## src/pkg/ncsr_regs.vh

```
// Operation
// - issue 85h destination, then confirm 10h
// - re-issue 00h before resuming data reads
// - copy-back source and destination share plane
// - random data input once, unless whole units
// - program whole page or whole units
// - 90h then address 00h, five ID bytes
// - read strobe toggles with latches low
`ifndef NCSR_REGS_VH
`define NCSR_REGS_VH

`define NCSR_CMD_READ0    8'h00
`define NCSR_CMD_CB_READ  8'h35
`define NCSR_CMD_CB_IN    8'h85
`define NCSR_CMD_SER_IN   8'h80
`define NCSR_CMD_CONFIRM  8'h10
`define NCSR_CMD_STATUS   8'h70
`define NCSR_CMD_ID       8'h90
`define NCSR_ID_ADDR      8'h00

`define NCSR_K_CMD        3'h0
`define NCSR_K_ADDR       3'h1
`define NCSR_K_DIN        3'h2
`define NCSR_K_DOUT       3'h3
`define NCSR_K_WAIT       3'h4

`define NCSR_A_CTRL       12'h000
`define NCSR_A_STAT       12'h004
`define NCSR_A_RDATA      12'h008
`define NCSR_A_CFG        12'h00C

`define NCSR_ST_BUSY      0
`define NCSR_ST_RB        1
`define NCSR_ST_PLANE     2
`define NCSR_ST_UNIT      3
`define NCSR_CFG_WP       0
`define NCSR_CFG_CE       1

`define NCSR_PLANE_IDX    3'h2
`define NCSR_PLANE_BIT    6
`define NCSR_UNIT_BYTES   10'd528
`define NCSR_CB_IN_LIMIT  2'h3

`define NCSR_T_CLK_NS     25
`define NCSR_T_WP_NS      12
`define NCSR_T_WH_NS      10
`define NCSR_T_WB_NS      100
`define NCSR_CYC(ns)      (((ns) + `NCSR_T_CLK_NS - 1) / `NCSR_T_CLK_NS)

`endif

```

## src/ncsr_host.v

```verilog
`timescale 1ns/1ps
`include "ncsr_regs.vh"

module ncsr_host (
    // clock and reset
    input  wire        CLOCK,
    input  wire        RSTN,
    // apb slave
    input  wire        PSEL,
    input  wire        PENABLE,
    input  wire        PWRITE,
    input  wire [11:0] PADDR,
    input  wire [31:0] PWDATA,
    output wire [31:0] PRDATA,
    output wire        PREADY,
    output wire        PSLVERR,
    // flash bus
    output reg         CE_N,
    output reg         CLE,
    output reg         ALE,
    output reg         WE_N,
    output reg         RE_N,
    output reg         WP_N,
    output reg  [7:0]  IO_OUT,
    output reg         IO_OE,
    input  wire [7:0]  IO_IN,
    input  wire        RB
);

    localparam integer LOW_INT  = `NCSR_CYC(`NCSR_T_WP_NS);
    localparam integer HIGH_INT = `NCSR_CYC(`NCSR_T_WH_NS);
    localparam integer WB_INT   = `NCSR_CYC(`NCSR_T_WB_NS);
    localparam [2:0]   LOW_CYC  = LOW_INT[2:0];
    localparam [2:0]   HIGH_CYC = HIGH_INT[2:0];
    localparam [2:0]   WB_CYC   = WB_INT[2:0];

    localparam [4:0] S_IDLE = 5'h01;
    localparam [4:0] S_LOW  = 5'h02;
    localparam [4:0] S_HIGH = 5'h04;
    localparam [4:0] S_WB   = 5'h08;
    localparam [4:0] S_RB   = 5'h10;

    reg  [4:0] state;
    reg  [2:0] cnt;
    reg  [2:0] kind;
    reg  [7:0] byte_q;
    reg        redo;
    reg  [7:0] last_cmd;
    reg  [2:0] addr_idx;
    reg        status_mode;
    reg        page_out;
    reg        cb_active;
    reg        src_plane;
    reg  [1:0] cb_in_cnt;
    reg  [9:0] din_mod;
    reg        plane_err;
    reg        unit_err;
    reg  [7:0] rdata;
    reg        wp_cfg;
    reg        ce_cfg;

    wire acc     = PSEL & PENABLE;
    wire wr_ctrl = acc & PWRITE & (PADDR == `NCSR_A_CTRL);
    wire wr_stat = acc & PWRITE & (PADDR == `NCSR_A_STAT);
    wire wr_cfg  = acc & PWRITE & (PADDR == `NCSR_A_CFG);
    wire idle    = state[0];

    function mapped;
        input [11:0] a;
        begin
            mapped = (a == `NCSR_A_CTRL) | (a == `NCSR_A_STAT) |
                     (a == `NCSR_A_RDATA) | (a == `NCSR_A_CFG);
        end
    endfunction

    // a start while busy is refused with an error rather than queued
    assign PREADY  = 1'b1;
    assign PSLVERR = acc & (~mapped(PADDR) | (wr_ctrl & ~idle));
    assign PRDATA  = (PADDR == `NCSR_A_STAT) ?
                     {28'h0000000, unit_err, plane_err, RB, ~idle} :
                     (PADDR == `NCSR_A_RDATA) ? {24'h000000, rdata} :
                     (PADDR == `NCSR_A_CFG) ? {30'h00000000, ce_cfg, wp_cfg} :
                     32'h00000000;

    wire       start     = wr_ctrl & idle;
    wire [2:0] req_kind  = PWDATA[10:8];
    wire       need_fix  = (req_kind == `NCSR_K_DOUT) & status_mode & page_out;
    wire       id_addr   = (req_kind == `NCSR_K_ADDR) & (last_cmd == `NCSR_CMD_ID);
    wire       issue     = state[1] & (cnt == LOW_CYC - 3'h1);

    // sequencer
    always @(posedge CLOCK or negedge RSTN) begin
        if (!RSTN) begin
            state  <= S_IDLE;
            cnt    <= 3'h0;
            kind   <= `NCSR_K_CMD;
            byte_q <= 8'h00;
            redo   <= 1'b0;
            rdata  <= 8'h00;
        end else begin
            case (state)
                S_IDLE: begin
                    cnt <= 3'h0;
                    if (start) begin
                        if (need_fix) begin
                            kind   <= `NCSR_K_CMD;
                            byte_q <= `NCSR_CMD_READ0;
                            redo   <= 1'b1;
                            state  <= S_LOW;
                        end else begin
                            kind   <= req_kind;
                            byte_q <= id_addr ? `NCSR_ID_ADDR : PWDATA[7:0];
                            state  <= (req_kind == `NCSR_K_WAIT) ? S_WB : S_LOW;
                        end
                    end
                end
                S_LOW: begin
                    cnt <= cnt + 3'h1;
                    if (cnt == LOW_CYC - 3'h1) begin
                        cnt <= 3'h0;
                        state <= S_HIGH;
                    end
                end
                S_HIGH: begin
                    cnt <= cnt + 3'h1;
                    if (cnt == HIGH_CYC - 3'h1) begin
                        cnt <= 3'h0;
                        // sampled before the read strobe rises, data is still driven
                        if (kind == `NCSR_K_DOUT) begin
                            rdata <= IO_IN;
                        end
                        if (redo) begin
                            redo  <= 1'b0;
                            kind  <= `NCSR_K_DOUT;
                            state <= S_LOW;
                        end else if (kind == `NCSR_K_CMD || kind == `NCSR_K_WAIT) begin
                            // busy only shows after a short delay, so check late
                            state <= (kind == `NCSR_K_WAIT) ? S_RB : S_IDLE;
                        end else begin
                            state <= S_IDLE;
                        end
                    end
                end
                S_WB: begin
                    cnt <= cnt + 3'h1;
                    if (cnt == WB_CYC - 3'h1) begin
                        cnt   <= 3'h0;
                        state <= S_RB;
                    end
                end
                S_RB: begin
                    if (RB) begin
                        state <= S_IDLE;
                    end
                end
                default: begin
                    state <= S_IDLE;
                end
            endcase
        end
    end

    // pin drive, registered
    always @(posedge CLOCK or negedge RSTN) begin
        if (!RSTN) begin
            CE_N   <= 1'b1;
            CLE    <= 1'b0;
            ALE    <= 1'b0;
            WE_N   <= 1'b1;
            RE_N   <= 1'b1;
            WP_N   <= 1'b0;
            IO_OUT <= 8'h00;
            IO_OE  <= 1'b0;
        end else begin
            WP_N <= wp_cfg;
            CE_N <= ~(ce_cfg | ~idle);
            if (state[1]) begin
                CLE    <= (kind == `NCSR_K_CMD);
                ALE    <= (kind == `NCSR_K_ADDR);
                WE_N   <= (kind == `NCSR_K_DOUT);
                RE_N   <= (kind != `NCSR_K_DOUT);
                IO_OE  <= (kind != `NCSR_K_DOUT);
                IO_OUT <= redo ? `NCSR_CMD_READ0 : byte_q;
            end else begin
                WE_N <= 1'b1;
                RE_N <= 1'b1;
                if (idle) begin
                    CLE   <= 1'b0;
                    ALE   <= 1'b0;
                    IO_OE <= 1'b0;
                end
            end
        end
    end

    // command tracking and copy-back checks
    always @(posedge CLOCK or negedge RSTN) begin
        if (!RSTN) begin
            last_cmd    <= 8'h00;
            addr_idx    <= 3'h0;
            status_mode <= 1'b0;
            page_out    <= 1'b0;
            cb_active   <= 1'b0;
            src_plane   <= 1'b0;
            cb_in_cnt   <= 2'h0;
            din_mod     <= 10'h000;
            plane_err   <= 1'b0;
            unit_err    <= 1'b0;
            wp_cfg      <= 1'b0;
            ce_cfg      <= 1'b0;
        end else begin
            if (wr_cfg) begin
                wp_cfg <= PWDATA[`NCSR_CFG_WP];
                ce_cfg <= PWDATA[`NCSR_CFG_CE];
            end
            // write one to clear; a new event in the same cycle wins
            if (wr_stat && PWDATA[`NCSR_ST_PLANE]) begin
                plane_err <= 1'b0;
            end
            if (wr_stat && PWDATA[`NCSR_ST_UNIT]) begin
                unit_err <= 1'b0;
            end
            if (issue && kind == `NCSR_K_CMD) begin
                last_cmd    <= redo ? `NCSR_CMD_READ0 : byte_q;
                addr_idx    <= 3'h0;
                status_mode <= (byte_q == `NCSR_CMD_STATUS) & ~redo;
                if (redo) begin
                    status_mode <= 1'b0;
                end else if (byte_q == `NCSR_CMD_READ0 ||
                             byte_q == `NCSR_CMD_CB_READ) begin
                    page_out <= 1'b1;
                end else if (byte_q != `NCSR_CMD_STATUS) begin
                    page_out <= 1'b0;
                end
                if (!redo && byte_q == `NCSR_CMD_CB_READ) begin
                    cb_active <= 1'b1;
                    cb_in_cnt <= 2'h0;
                end
                if (!redo && (byte_q == `NCSR_CMD_CB_IN || byte_q == `NCSR_CMD_SER_IN)) begin
                    if (din_mod != 10'h000 && cb_in_cnt != 2'h0) begin
                        unit_err <= 1'b1;
                    end
                    if (byte_q == `NCSR_CMD_SER_IN) begin
                        din_mod <= 10'h000;
                    end
                    if (cb_in_cnt != `NCSR_CB_IN_LIMIT) begin
                        cb_in_cnt <= cb_in_cnt + 2'h1;
                    end
                end
                if (!redo && byte_q == `NCSR_CMD_CONFIRM) begin
                    if (din_mod != 10'h000) begin
                        unit_err <= 1'b1;
                    end
                    cb_active <= 1'b0;
                    cb_in_cnt <= 2'h0;
                    din_mod   <= 10'h000;
                end
            end
            if (issue && kind == `NCSR_K_ADDR) begin
                if (addr_idx != 3'h7) begin
                    addr_idx <= addr_idx + 3'h1;
                end
                if (addr_idx == `NCSR_PLANE_IDX) begin
                    // source address follows the 00h that precedes 35h
                    if (last_cmd == `NCSR_CMD_READ0) begin
                        src_plane <= byte_q[`NCSR_PLANE_BIT];
                    end
                    if (last_cmd == `NCSR_CMD_CB_IN && cb_active && cb_in_cnt == 2'h1 &&
                        byte_q[`NCSR_PLANE_BIT] != src_plane) begin
                        plane_err <= 1'b1;
                    end
                end
            end
            if (issue && kind == `NCSR_K_DIN) begin
                din_mod <= (din_mod == `NCSR_UNIT_BYTES - 10'd1) ?
                           10'h000 : din_mod + 10'd1;
            end
        end
    end

endmodule // ncsr_host

```

## config.mk

```make
export PLATFORM = sky130hd
export DESIGN_NAME = ncsr_host
export DESIGN_NICKNAME = d
export VERILOG_FILES = /design/src/ncsr_host.v
export VERILOG_INCLUDE_DIRS = /design/src /design/src/pkg
export SDC_FILE = /design/constraint.sdc
export NUM_CORES = 1
export LEC_CHECK = 0
export BUFFER_PORTS_ARGS = -buffer_cell sky130_fd_sc_hd__buf_2
export CORE_ASPECT_RATIO = 0.9
export CORE_MARGIN = 4
export CORE_UTILIZATION = 53
export DETAILED_ROUTE_END_ITERATION = 6
export GPL_TIMING_DRIVEN = 0
export PLACE_DENSITY_LB_ADDON = 0.3
export SYNTH_ARGS = -nofsm -noshare
export SYNTH_HDL_FRONTEND = slang
export SYNTH_SLANG_ARGS = --single-unit
export TNS_END_PERCENT = 30
```

## constraint.sdc

```tcl
create_clock -name CLOCK -period 3.17 [get_ports CLOCK]
set_input_delay 0.1585 -clock CLOCK [delete_from_list [all_inputs] [get_ports CLOCK]]
set_output_delay 0.1585 -clock CLOCK [all_outputs]
set_load 0.01 [all_outputs]
```

# Word-level counts from Yosys, hierarchy flattened
# Cells that the tools add are included.
[op_classes]
n_addsub = 4
eq_ne = 38
bitwise = 22
n_mux = 63
n_reduce_logical = 41
[ops]
columns = ["cell", "n"]
rows = [
  ["$mux 10", 6],
  ["$mux 5", 8],
  ["$mux 8", 5],
  ["$eq 8x8->1 const B", 4],
  ["$mux 3", 9],
  ["$pmux 5 s5", 1],
  ["$eq 12x4->1 const B", 2],
  ["$mux 1", 24],
  ["$logic_not 8->1", 2],
  ["$ne 2x2->1 const B", 8],
  ["$eq 3x2->1 const B", 5],
  ["$and 1x1->1", 13],
  ["$eq 12x3->1 const B", 1],
  ["$logic_and 1x1->1", 12],
  ["$logic_not 12->1", 1],
  ["$reduce_and 3->1", 4],
  ["$reduce_bool 2->1", 6],
  ["$add 10x1->10 const B", 1],
  ["$eq 10x10->1 const B", 1],
  ["$mux 2", 5],
  ["$reduce_bool 10->1", 1],
  ["$pmux 3 s3", 1],
  ["$reduce_bool 3->1", 3],
  ["$eq 8x5->1 const B", 1],
  ["other kinds (28)", 44],
]
[word_totals]
regBits = 74
in_bits = 58

# Depth between registers and ports, before layout
[depth]
ltp_word = 10
depth_mapped = 8

# Least setup slack after synthesis
# No wires, ideal clock.
[synth_path]
path_type = "reg-to-reg"
start = "register cnt[0]"
end = "register din_mod[2]"
t_arrival_ns = 2.114
setup_slack_ns = 0.938
synth_period_minus_slack_ns = 2.232
required_ns = 3.052
stages_incl_launch_ff = 8
path_cell_list = "dfrtp_1 inv_1 ha_1 nor4bb_1 nand2_1 o31ai_1 o21ai_0 a21o_1"
[synth_between]
elab_chain_cells = 5
[synth_lines]
columns = ["item", "line", "text"]
rows = [
  ["start: declaration", "ncsr_host.v:44", "reg [2:0] cnt;"],
  ["start signal: assignment", "ncsr_host.v:118", "cnt <= cnt + 3'h1;"],
  ["start signal: assignment", "ncsr_host.v:125", "cnt <= cnt + 3'h1;"],
  ["start signal: assignment", "ncsr_host.v:145", "cnt <= cnt + 3'h1;"],
  ["$logic_not 3->1 *", "ncsr_host.v:89", "wire issue = state[1] & (cnt == LOW_CYC - 3'h1);"],
  ["$and 1x1->1 *", "ncsr_host.v:89", ""],
  ["$logic_and 1x1->1 (no line)", "-", ""],
  ["$reduce_bool 3->1 (no line) or $reduce_bool 2->1 (tied branches)", "-", ""],
  ["$reduce_and 3->1 (no line)", "-", ""],
  ["end signal: assignment", "ncsr_host.v:275", "din_mod <= (din_mod == `NCSR_UNIT_BYTES - 10'd1) ?"],
  ["end: declaration", "ncsr_host.v:55", "reg [9:0] din_mod;"],
]
# Every way passes the cells marked *; elsewhere a longest branch is shown, timed or not.
# A chain may end at the register's enable or synchronous reset.

# Worst setup path in the final report
[layout_path]
start = "register cnt[0]"
end = "register din_mod[3]"
# Same word-level chain as after synthesis.

==> run summary <==
Run status -> finished, final reports clean
Leakage power -> 2.37 nW
Distinct cell type count of the synthesized netlist -> 49
Total Power Consumption -> 2.51 mW
Synth async-reset ratio -> 1.00
Post-synth EDFFs -> 0
Most instantiated library cell after synthesis -> dfrtp_1
Antenna cells -> 0
Number of hold violations in the final report -> 0
Slew HR -> 0.507
Worst Path Required -> 3460 ps
Boundary Pins -> 107
Per-instance average area after synthesis -> 10.0 µm²
Highest ir drop seen on vdd -> 0.364 mV
Number of synthesized register bits -> 74
Die area -> 0.00893 mm²
Most used flip-flop cell after synthesis -> dfrtp_1
Worst Hold Class -> in -> reg
Synth warnings -> 0
Port bufs -> 59
Number of core rows -> 29
CTS Root Buffer Type -> clkbuf_8
DR WL/cell -> 15.1 µm
HPWL after DPL -> 6690 µm
Fin crit share -> 0.896
Proportion of synthesized chip area in sequential cells -> 0.468
Slew of the pin with the lowest slew margin -> 729 ps
Insertion delay of the later-clocked pin in the worst-skew pair -> 350 ps
Max clock buf depth -> 2
Setup TNS -> 0 ps
Share of the synthesized area in the top cell type -> 0.442
Number of H-tree branching levels -> 3
TritonCTS clock tree -> built
Number of clock sinks -> 74
Setup violation total in the final timing report -> 0
Number of fillers in the final layout -> 578
Post-synth design cell area -> 0.00397 mm²
Average vias per placed instance -> 5.45
Largest incremental delay on the critical path -> 680 ps
Cell chain of the critical path -> inv_1 -> ha_1 -> nor4bb_1 -> nand3_1 -> a21o_1 -> clkbuf_1 -> nor3b_1 -> a21o_1
Horizontal die dimension -> 99.2 µm
Proportion of layout cells with a drive suffix above 1 -> 0.275
Crit end category -> flip-flop
Maximum number of pins on one net before global-route repair -> 74
Setup repair after global routing missed its margin -> false
Maximum clock frequency -> 352 MHz
Minimum setup slack after placement -> 214 ps
Element type at the critical path start -> flip-flop
Setup bufs post-CTS -> 0
Detailed-routing iteration count for the pre-antenna-repair pass -> 5
Hold-critical path depth -> 2
Crit-path slowest cell -> nor4bb_1
Final critical delay including setup and external delays -> 2840 ps
Core area -> 0.00715 mm²
Slack of the critical path -> 330 ps
WL final -> 8870 µm
Critical path class -> reg -> reg
Cells after Synth -> 395
Max Transition Viols Final -> 0
TritonCTS buffer count -> 9
First-pass GRT wire length -> 15300 µm
Overall track demand over capacity in global routing -> 0.209
Clock-pin slew on the worst setup and hold paths -> 80 ps
Number of max-cap violations -> 0
Total congestion overflow -> 0
Area of combinational cells with multiple inputs -> 0.00186 mm²
Most frequent cells after synthesis -> dfrtp_1, nand2_1, buf_4
Die span in y -> 90.1 µm
Data arrival time at the worst-slack endpoint -> 3130 ps
Power per cell area -> 528 mW/mm²
Number of antenna violations at the first check in global routing -> 0
Effective utilization at floorplan -> 0.555
Final-stage net count -> 560
Synth top area cells -> dfrtp_1, mux2_2, buf_4, ha_1, nand2_1
Largest fanout on the critical path -> 10
Final Skew -> 14.7 ps
Register-to-Register Path Depth -> 8
Via count of the first global-routing pass -> 3212
Iteration-0 DRC count of the detailed router -> 133
Number of DRC violations after detailed routing -> 0
Cell taking the most area after synthesis -> dfrtp_1
Most common cell type on the critical path -> a21o_1
Count of nets left with antenna violations after detail routing -> 0
Total via count after detailed routing -> 3207
Synth-to-layout area growth -> 19.8%
Routability Congestion -> 0.844
Sequential cell area -> 0.00186 mm²
-- registers in the layout, indices dropped and copies added (netlist names), 2 cells and up --
name / count
cb_in_cnt: 2
din_mod: 10
state: 5
addr_idx: 3
byte_q: 8
rdata: 8
last_cmd: 8
IO_OUT: 8
cnt: 3
kind: 3
-- report_power, final --
group	internal, mW	switching [mW]
Clock	0.523	0.359
Sequential	1.05	0.0620
Combinational	0.215	0.299
Total	1.79	0.720
-- worst max-delay path, delay by kind of cell (launching register included) --
kind | cells | cell delay, ps
and+or+nand+nor | 3 | 1460
DFF | 1 | 420
AOI/OAI and AO/OA | 2 | 420
buffers and inverters | 2 | 280
adders and majority gates | 1 | 210
-- worst paths after layout --
path | endpoint | from | slack, ps
min in group asynchronous | IO_OUT[6] | RSTN | 140
min reg2reg | WP_N | wp_cfg | 410
max | din_mod[3] | cnt[0] | 330
min | byte_q[5] | PWDATA[5] | 20
max in group asynchronous | CE_N | RSTN | 2460
max reg2reg | din_mod[3] | cnt[0] | 330
-- cell type report --
class                           count  share of cell area
Clock buffer                        9              0.0261
Timing Repair Buffer               61              0.0706
Multi-Input combinational cell    288               0.393
Tap cell                           93              0.0245
Buffer                             37              0.0556
Inverter                           19              0.0150
Sequential cell                    74               0.391
Clock inverter                      7              0.0248
-- cells in the final DEF (no fill, tap or decap), types with 7 or more instances in the layout --
cell and n:
conb_1 25, mux2i_1 7, nand2_1 39, a22o_1 12, dfrtp_1 70, mux2_2 19, ha_1 12, buf_4 27
nor3_1 8, inv_1 19, nand3_1 13, buf_2 59, nor2_1 22, clkbuf_8 9, a21o_1 7, nor2b_1 11
o21ai_0 25, a21oi_1 9, and3_1 12
-- logic make-up (layout without fill, tap and decap cells) --
family / Yosys count / count (layout) / share of synthesized area
AOI/OAI and AO/OA: 77 / 77 / 0.128
xor gates and xnor gates: 4 / 4 / 0.00884
adders and majority gates: 12 / 12 / 0.0379
buffers and inverters: 56 / 133 / 0.0846
DFF: 74 / 74 / 0.468
muxes: 26 / 26 / 0.0716
other: 2 / 25 / 0.00189
and+or+nand+nor: 144 / 144 / 0.199
-- stage by stage --
stage / area (µm²) / hold WS (ps) / util / std cells
finish: 4750 / 16.8 / 0.664 / 588
global route: 4750 / 4.88 / 0.664 / 588
CTS: 4740 / 5.89 / 0.664 / 588
detailed placement: 4490 / -41.5 / 0.629 / 571
global placement: 4460 / 376 / 0.624 / 570
floorplan: 4050 / -137 / - / 418
-- repair_timing --
| action | 4_1_cts | 5_1_grt |
|---|---|---|
| gates resized for setup | 0 | 1 |
| hold buffers | 1 | 0 |
| hold endpoints to repair | 70 | 0 |
| setup endpoints to repair | 0 | 5 |
-- metal layers --
layer	routed length, µm	track usage	vias up
li1	-	-	1552
met1	3870	0.275	1541
met2	4310	0.345	105
met3	604	0.0550	9
met4	80	0.0489	0
met5	0	0	-
Note: power is estimated with default switching activity, not from simulation.
